## src/rtl/skip_sub_pkg.sv

```systemverilog
// constants and types for the skip and subtract execution block
package skip_sub_pkg;
  localparam int unsigned DATA_W      = 8;
  localparam int unsigned BIT_SEL_W   = 3;
  localparam int unsigned APB_ADDR_W  = 12;
  // register byte offsets
  localparam logic [11:0] WORK_OFS    = 12'h000;
  localparam logic [11:0] FLAGS_OFS   = 12'h004;
  localparam logic [11:0] STATE_OFS   = 12'h008;
  // flag field positions
  localparam int unsigned BORROW_INV_POS  = 0;
  localparam int unsigned HALF_BORROW_POS = 1;
  localparam int unsigned RESULT_NIL_POS  = 2;
  localparam int unsigned SIGNED_RNG_POS  = 3;
  localparam int unsigned SIGNED_BOR_POS  = 4;
  localparam int unsigned MERGED_NIL_POS  = 5;
  localparam int unsigned FLAGS_W         = 6;
  // reset values
  localparam logic [7:0]  WORK_RST    = 8'h00;
  localparam logic [5:0]  FLAGS_RST   = 6'h00;
  localparam logic [7:0]  NIL_BYTE    = 8'h00;
  localparam logic [31:0] ZERO_WORD   = 32'h0000_0000;

  typedef enum logic [1:0] {
    OP_SKIP_BIT,
    OP_SKIP_BYTE,
    OP_MINUS_ACCUM,
    OP_MINUS_MEMORY
  } exec_op_t;

  typedef enum {
    ST_EXEC,
    ST_DUMMY
  } exec_state_t;
endpackage

```

## src/rtl/skip_and_subtract_exec.sv

```systemverilog
// execution unit for skip-on-nonzero and subtract instructions with apb access
`timescale 1ns/10ps
`default_nettype none

module skip_and_subtract_exec (
  input  wire logic                     sys_clk,
  input  wire logic                     rst,
  // instruction issue
  input  wire logic                     issue,
  input  wire skip_sub_pkg::exec_op_t   op,
  input  wire logic [2:0]               bit_sel,
  input  wire logic [7:0]               mem_rdata,
  output logic                          issue_ready,
  output logic                          mem_we,
  output logic [7:0]                    mem_wdata,
  output logic                          skip_taken,
  output logic                          dummy_cycle,
  output logic [7:0]                    working_register,
  output logic [5:0]                    status_flags,
  // apb slave
  input  wire logic                     psel,
  input  wire logic                     penable,
  input  wire logic                     pwrite,
  input  wire logic [11:0]              paddr,
  input  wire logic [31:0]              pwdata,
  output logic [31:0]                   prdata,
  output logic                          pready,
  output logic                          pslverr
);

  ////////////////////////////////////////////////////////////////////////////
  // state
  skip_sub_pkg::exec_state_t state_q, state_d;
  logic [7:0]  work_q,   work_d;
  logic [5:0]  flags_q,  flags_d;
  logic        we_q,     we_d;
  logic [7:0]  wdata_q,  wdata_d;
  logic        skip_q,   skip_d;
  logic [31:0] rdata_q,  rdata_d;
  logic        err_q,    err_d;

  logic [8:0]  diff;
  logic [4:0]  low_diff;
  logic [7:0]  res;
  logic        ovf;
  logic        nil;
  logic        fire;
  logic        apb_acc;
  logic        apb_wr;
  logic        known;

  ////////////////////////////////////////////////////////////////////////////
  // subtraction and flag terms
  always_comb
  begin
    diff     = {1'b0, work_q} - {1'b0, mem_rdata};
    // half borrow looks at the low nibble alone
    low_diff = {1'b0, work_q[3:0]} - {1'b0, mem_rdata[3:0]};
    res      = diff[7:0];
    // signed overflow: operand signs differ and the result left the minuend sign
    ovf      = (work_q[7] != mem_rdata[7]) && (res[7] != work_q[7]);
    nil      = (res == skip_sub_pkg::NIL_BYTE);
  end

  // an issue during the dummy cycle is ignored; issue_ready is held low for that cycle
  assign fire        = issue && (state_q == skip_sub_pkg::ST_EXEC);
  assign issue_ready = (state_q == skip_sub_pkg::ST_EXEC);
  assign apb_acc     = psel && penable;
  assign apb_wr      = apb_acc && pwrite;
  // only three word offsets are decoded, the rest are unmapped
  assign known       = (paddr == skip_sub_pkg::WORK_OFS)
                    || (paddr == skip_sub_pkg::FLAGS_OFS)
                    || (paddr == skip_sub_pkg::STATE_OFS);

  ////////////////////////////////////////////////////////////////////////////
  // next state
  always_comb
  begin
    state_d = skip_sub_pkg::ST_EXEC;
    work_d  = work_q;
    flags_d = flags_q;
    we_d    = 1'b0;
    wdata_d = wdata_q;
    skip_d  = 1'b0;
    // software writes first, a subtract in the same cycle overrides the fields it updates
    if (apb_wr && (paddr == skip_sub_pkg::WORK_OFS))
    begin
      work_d = pwdata[7:0];
    end
    if (apb_wr && (paddr == skip_sub_pkg::FLAGS_OFS))
    begin
      flags_d = pwdata[5:0];
    end
    if (fire)
    begin
      case (op)
        skip_sub_pkg::OP_SKIP_BIT:
        begin
          skip_d = mem_rdata[bit_sel];
        end
        skip_sub_pkg::OP_SKIP_BYTE:
        begin
          skip_d  = (mem_rdata != skip_sub_pkg::NIL_BYTE);
          we_d    = 1'b1;
          wdata_d = mem_rdata;
        end
        skip_sub_pkg::OP_MINUS_ACCUM,
        skip_sub_pkg::OP_MINUS_MEMORY:
        begin
          if (op == skip_sub_pkg::OP_MINUS_ACCUM)
          begin
            work_d = res;
          end
          else
          begin
            we_d    = 1'b1;
            wdata_d = res;
          end
          // borrow style flags in bits 0 and 1: one means no borrow out of the field
          flags_d[skip_sub_pkg::BORROW_INV_POS]  = ~diff[8];
          flags_d[skip_sub_pkg::HALF_BORROW_POS] = ~low_diff[4];
          flags_d[skip_sub_pkg::RESULT_NIL_POS]  = nil;
          flags_d[skip_sub_pkg::SIGNED_RNG_POS]  = ovf;
          flags_d[skip_sub_pkg::SIGNED_BOR_POS]  = ovf ^ res[7];
          flags_d[skip_sub_pkg::MERGED_NIL_POS]  = nil;
        end
        default:
        begin
          skip_d = 1'b0;
        end
      endcase
    end
    // a taken skip spends one dummy cycle while the next word is fetched
    if (skip_d)
    begin
      state_d = skip_sub_pkg::ST_DUMMY;
    end
  end

  ////////////////////////////////////////////////////////////////////////////
  // apb read data
  always_comb
  begin
    rdata_d = rdata_q;
    err_d   = 1'b0;
    // read data is captured in the setup cycle and held through the access
    if (psel && !penable)
    begin
      err_d = !known;
      case (paddr)
        skip_sub_pkg::WORK_OFS:  rdata_d = {24'h000000, work_q};
        skip_sub_pkg::FLAGS_OFS: rdata_d = {26'h0, flags_q};
        skip_sub_pkg::STATE_OFS: rdata_d = {30'h0,
                                            (state_q == skip_sub_pkg::ST_DUMMY), skip_q};
        default:                 rdata_d = skip_sub_pkg::ZERO_WORD;
      endcase
    end
  end

  always_ff @(posedge sys_clk)
  begin
    if (rst)
    begin
      rdata_q <= skip_sub_pkg::ZERO_WORD;
      err_q   <= 1'b0;
    end
    else
    begin
      rdata_q <= rdata_d;
      err_q   <= err_d;
    end
  end

  ////////////////////////////////////////////////////////////////////////////
  // instruction state registers
  always_ff @(posedge sys_clk)
  begin
    if (rst)
    begin
      state_q <= skip_sub_pkg::ST_EXEC;
      work_q  <= skip_sub_pkg::WORK_RST;
      flags_q <= skip_sub_pkg::FLAGS_RST;
      we_q    <= 1'b0;
      wdata_q <= skip_sub_pkg::NIL_BYTE;
      skip_q  <= 1'b0;
    end
    else
    begin
      state_q <= state_d;
      work_q  <= work_d;
      flags_q <= flags_d;
      we_q    <= we_d;
      wdata_q <= wdata_d;
      skip_q  <= skip_d;
    end
  end

  assign mem_we           = we_q;
  assign mem_wdata        = wdata_q;
  assign skip_taken       = skip_q;
  assign dummy_cycle      = (state_q == skip_sub_pkg::ST_DUMMY);
  assign working_register = work_q;
  assign status_flags     = flags_q;
  assign prdata           = rdata_q;
  // no wait states: every access completes in its first access cycle
  assign pready           = 1'b1;
  // unmapped offsets read zero with an error, writes to them are dropped
  assign pslverr          = apb_acc && err_q;

endmodule // skip_and_subtract_exec

`default_nettype wire

```

## config.mk

```make
export PLATFORM = sky130hd
export DESIGN_NAME = skip_and_subtract_exec
export DESIGN_NICKNAME = d
export VERILOG_FILES = /design/src/rtl/skip_sub_pkg.sv /design/src/rtl/skip_and_subtract_exec.sv
export SDC_FILE = /design/constraint.sdc
export NUM_CORES = 1
export LEC_CHECK = 0
export BUFFER_PORTS_ARGS = -buffer_cell sky130_fd_sc_hd__buf_2
export CAP_MARGIN = 20
export CELL_PAD_IN_SITES_DETAIL_PLACEMENT = 1
export CELL_PAD_IN_SITES_GLOBAL_PLACEMENT = 2
export CORE_MARGIN = 2
export CORE_UTILIZATION = 22
export DETAILED_ROUTE_END_ITERATION = 16
export PLACE_DENSITY_LB_ADDON = 0.1
export SLEW_MARGIN = 20
export SYNTH_ARGS = -nofsm -noshare
export SYNTH_HDL_FRONTEND = slang
export SYNTH_SLANG_ARGS = --single-unit
```

## constraint.sdc

```tcl
create_clock -name sys_clk -period 2.8 [get_ports sys_clk]
set_input_delay 0.28 -clock sys_clk [delete_from_list [all_inputs] [get_ports sys_clk]]
set_output_delay 0.28 -clock sys_clk [all_outputs]
set_load 0.05 [all_outputs]
```

==> summary.txt <==
Yosys Warn Count: 0
IO Count: 123
Ranking of synthesized cells by area: dfxtp_1 29%, buf_4 8.9%, mux2i_1 8.3%
Initial Utilization: 22.42%
Period utilization: 95.32%
DRT Pass-1 Iters: 4
Fin area: 3050 um^2
Sequential share of the synthesized area: 28.93%
Die span in x: 105.9 um
LEAKAGE: 1.358 nW
Status: complete, no violations
Critical path endpoint category: register
Worst path bufs/invs: 0
Top cells by instance count after synthesis: 33 x dfxtp_1, 27 x buf_4, 25 x nor2_1, 21 x a21oi_1, 19 x mux2i_1
Cell variety after synth: 48
CP startpoint: working_register[1]
Core area: 10,180 um^2
Layout cells sized above 1: 36.69%
DRT Wirelength: 7933 um
CP cell instances: ha_4 -> nand2b_4 -> a21oi_4 -> o31a_1 -> o21ai_1 -> nor2b_4 -> fa_1 -> nor4bb_1 -> nand3_1 -> a21oi_2 -> o2111ai_2 -> o31ai_1
R2R cell count: 12
WL per Instance: 16.09 um
Main synth FF type: dfxtp_1
Via density: 4.479
Core Rows: 37
Post-Syn Instances: 269
Post-synth EDFFs: 0
Synthesized area: 2283 um^2
Met2 Usage GRT: 23.04%
Startpoint types: register
Synth-to-Final Area Change: 33.59%
DIE AREA: 11,210 um^2
Worst path arrival time: 2880 ps
Grt ovf: 0
Clock sink total: 33
TritonCTS clock tree: yes
Cts bufs inserted: 5
DR vias: 2,208
Crit Path Category: register to register
Crit-path slowest cell: fa_1
DRT antenna net count: 0
Final nets: 429
Initial antenna violation count: 0
Filler Cell Count: 1,247
Placer Congestion: 0.7614
CTS Buffer Depth: 2
Remaining DRCs: 0
Clock Pin Slew Worst Setup and Hold Paths: 80 ps
Antenna cells: 0
Hold Startpoint: pwdata[2]
Asr flop ratio synth: 0%
Synthesis-stage register bit count: 33
First-pass GRT wire length: 12,210 um
Minimum clock period: 2669 ps
Chip Height: 105.9 um
Final hold viol count: 0
Dpl hpwl: 6264 um
Area share of the largest cell type after synthesis: 28.93%
FF-to-FF Start: working_register[1]
PortBufs: 73
Later-pin clock latency in the skew report: 300 ps
Req. time, crit path: 3010 ps
Final setup fails: 0
Slew Viols, Final: 0
Met1 Usage GRT: 19.38%
CP delay by family, top: compound AO/OA/AOI/OAI gates
Most frequent cell after synthesis: dfxtp_1
Fmax: 374.7 MHz
CTS H-Tree Depth: 2
Final WS setup: 131.1 ps
GRT Overall Usage: 14.29%
Critical path fanouts, max: 2
Met3 GRT Util: 3.216%
Hold Path End: working_register[2]
DR iter-0 viols: 66
Vias in the first global route: 2,224
Largest net degree at the start of global routing: 35
Max stage delay on crit path: 560 ps
Pwr per Cell Area: 481.1 nW/um^2
Synth area leader: dfxtp_1
Hold Path Stages: 3
Worst-margin pin slew: 722.5 ps
Maxcap violations: 0
Dpl ws: -187.3 ps
Rel. slew slack: 51.83%
Avg Inst Size Synth: 8.489 um^2
Maximum VDD drop: 0.1717 mV
GRT Max-Usage Layer: met2
R2r endpoint: status_flags[2]
Root Buffer: clkbuf_8
Post-DP Area: 2829 um^2
Min-Delay Path Class: input port to register
Reg-to-reg setup timing slack: 130 ps
Clock Skew: 8.681 ps
RSZ-0062 raised after global routing: true
==> per-stage QoR <==
stage | util (%) | hold WS, ps | setup TNS (ps) | power (mW) | instances
2_1_floorplan | - | 437.8 | 0 | 0.8490 | 292
3_3_place_gp | 27.78 | 441.6 | -268.2 | 0.9636 | 484
3_5_place_dp | 27.78 | 442.4 | -415.2 | 0.9635 | 484
4_1_cts | 29.02 | 306.1 | 0 | 1.476 | 492
5_1_grt | 29.95 | 332.6 | -27.29 | 1.548 | 493
6_report | 29.95 | 307.3 | 0 | 1.468 | 493
==> worst max path at each step <==
stage                                  to  slack, ps  cells after the start
after floorplan           status_flags[2]         30                     13
after global placement    status_flags[2]       -130                     14
after CTS                 status_flags[5]          5                     13
final                     status_flags[2]        130                     12
after detailed placement  status_flags[5]       -190                     14
after global routing      status_flags[2]        -20                     12
==> per-layer routing <==
layer	up-vias	wire length, um	share of wire, %
met5	-	0	0
li1	1091	-	-
met1	1038	3776	48
met3	7	468	5.9
met4	0	68	0.86
met2	72	3620	46
==> state kept, by name (all words and copies together), names as in the netlist <==
| name | cells |
|---|---|
| working_register | 8 |
| mem_we | 1 |
| err_q | 1 |
| skip_taken | 1 |
| prdata | 8 |
| status_flags | 6 |
| mem_wdata | 8 |
==> area by class of cell <==
type,count,area [um^2],share of cell area [%]
clock buffers,7,86.33,2.830
clock inverters,1,30.03,0.9844
multi-input cells,209,1518,49.75
flip-flops and latches,33,666.9,21.86
well taps,136,170.2,5.578
inverters,11,41.29,1.354
repair buffers,96,538.0,17.64
==> logic make-up (layout without fill, tap and decap cells) <==
logic type               after synthesis  count (layout)  share of synthesized area, %
AO/OA/AOI/OAI                         64              64                         18.52
other                                  2              25                        0.3289
XOR/XNOR                               4               4                         1.535
adder cells (fa/ha/maj)               10              10                         6.137
buffers and inverters                 50             115                         12.66
multiplexers                          25              25                         12.27
flip-flops                            33              33                         28.93
AND/OR/NAND/NOR                       81              81                         19.62
==> layout by cell type, fill, tap and decap left out, types with 3 or more instances in the layout <==
| cell type | n |
|---|---|
| a211oi_1 | 13 |
| a21oi_1 | 19 |
| buf_2 | 73 |
| buf_4 | 23 |
| clkbuf_8 | 6 |
| conb_1 | 25 |
| dfxtp_1 | 28 |
| dfxtp_2 | 5 |
| ha_1 | 4 |
| ha_4 | 4 |
| inv_1 | 10 |
| mux2_2 | 4 |
| mux2i_1 | 19 |
| nand2_1 | 17 |
| nand3_1 | 9 |
| nor2_1 | 24 |
| nor3_1 | 7 |
| nor4_4 | 3 |
| o21ai_0 | 7 |
| o31ai_1 | 3 |
| or3_1 | 3 |
==> power by group <==
group / internal [mW] / total, mW / switching (mW)
Clock: 0.291 / 0.494 / 0.204
Sequential: 0.490 / 0.506 / 0.0158
Combinational: 0.148 / 0.467 / 0.319
==> worst reg2reg max path, stage by stage, from the launching register on <==
cell and delay, ps:
dfxtp_2 340, ha_4 270, nand2b_4 60, a21oi_4 170, o31a_1 200, o21ai_1 80
nor2b_4 130, fa_1 560, nor4bb_1 210, nand3_1 130, a21oi_2 150, o2111ai_2 180
o31ai_1 110
==> repair_timing <==
item	in CTS	in global routing
endpoints found under the setup margin	2	3
pin swaps	0	5
buffers inserted	0	1
gates resized for setup	2	16
hold buffers	0	0
Note: power is estimated with default switching activity, not from simulation.
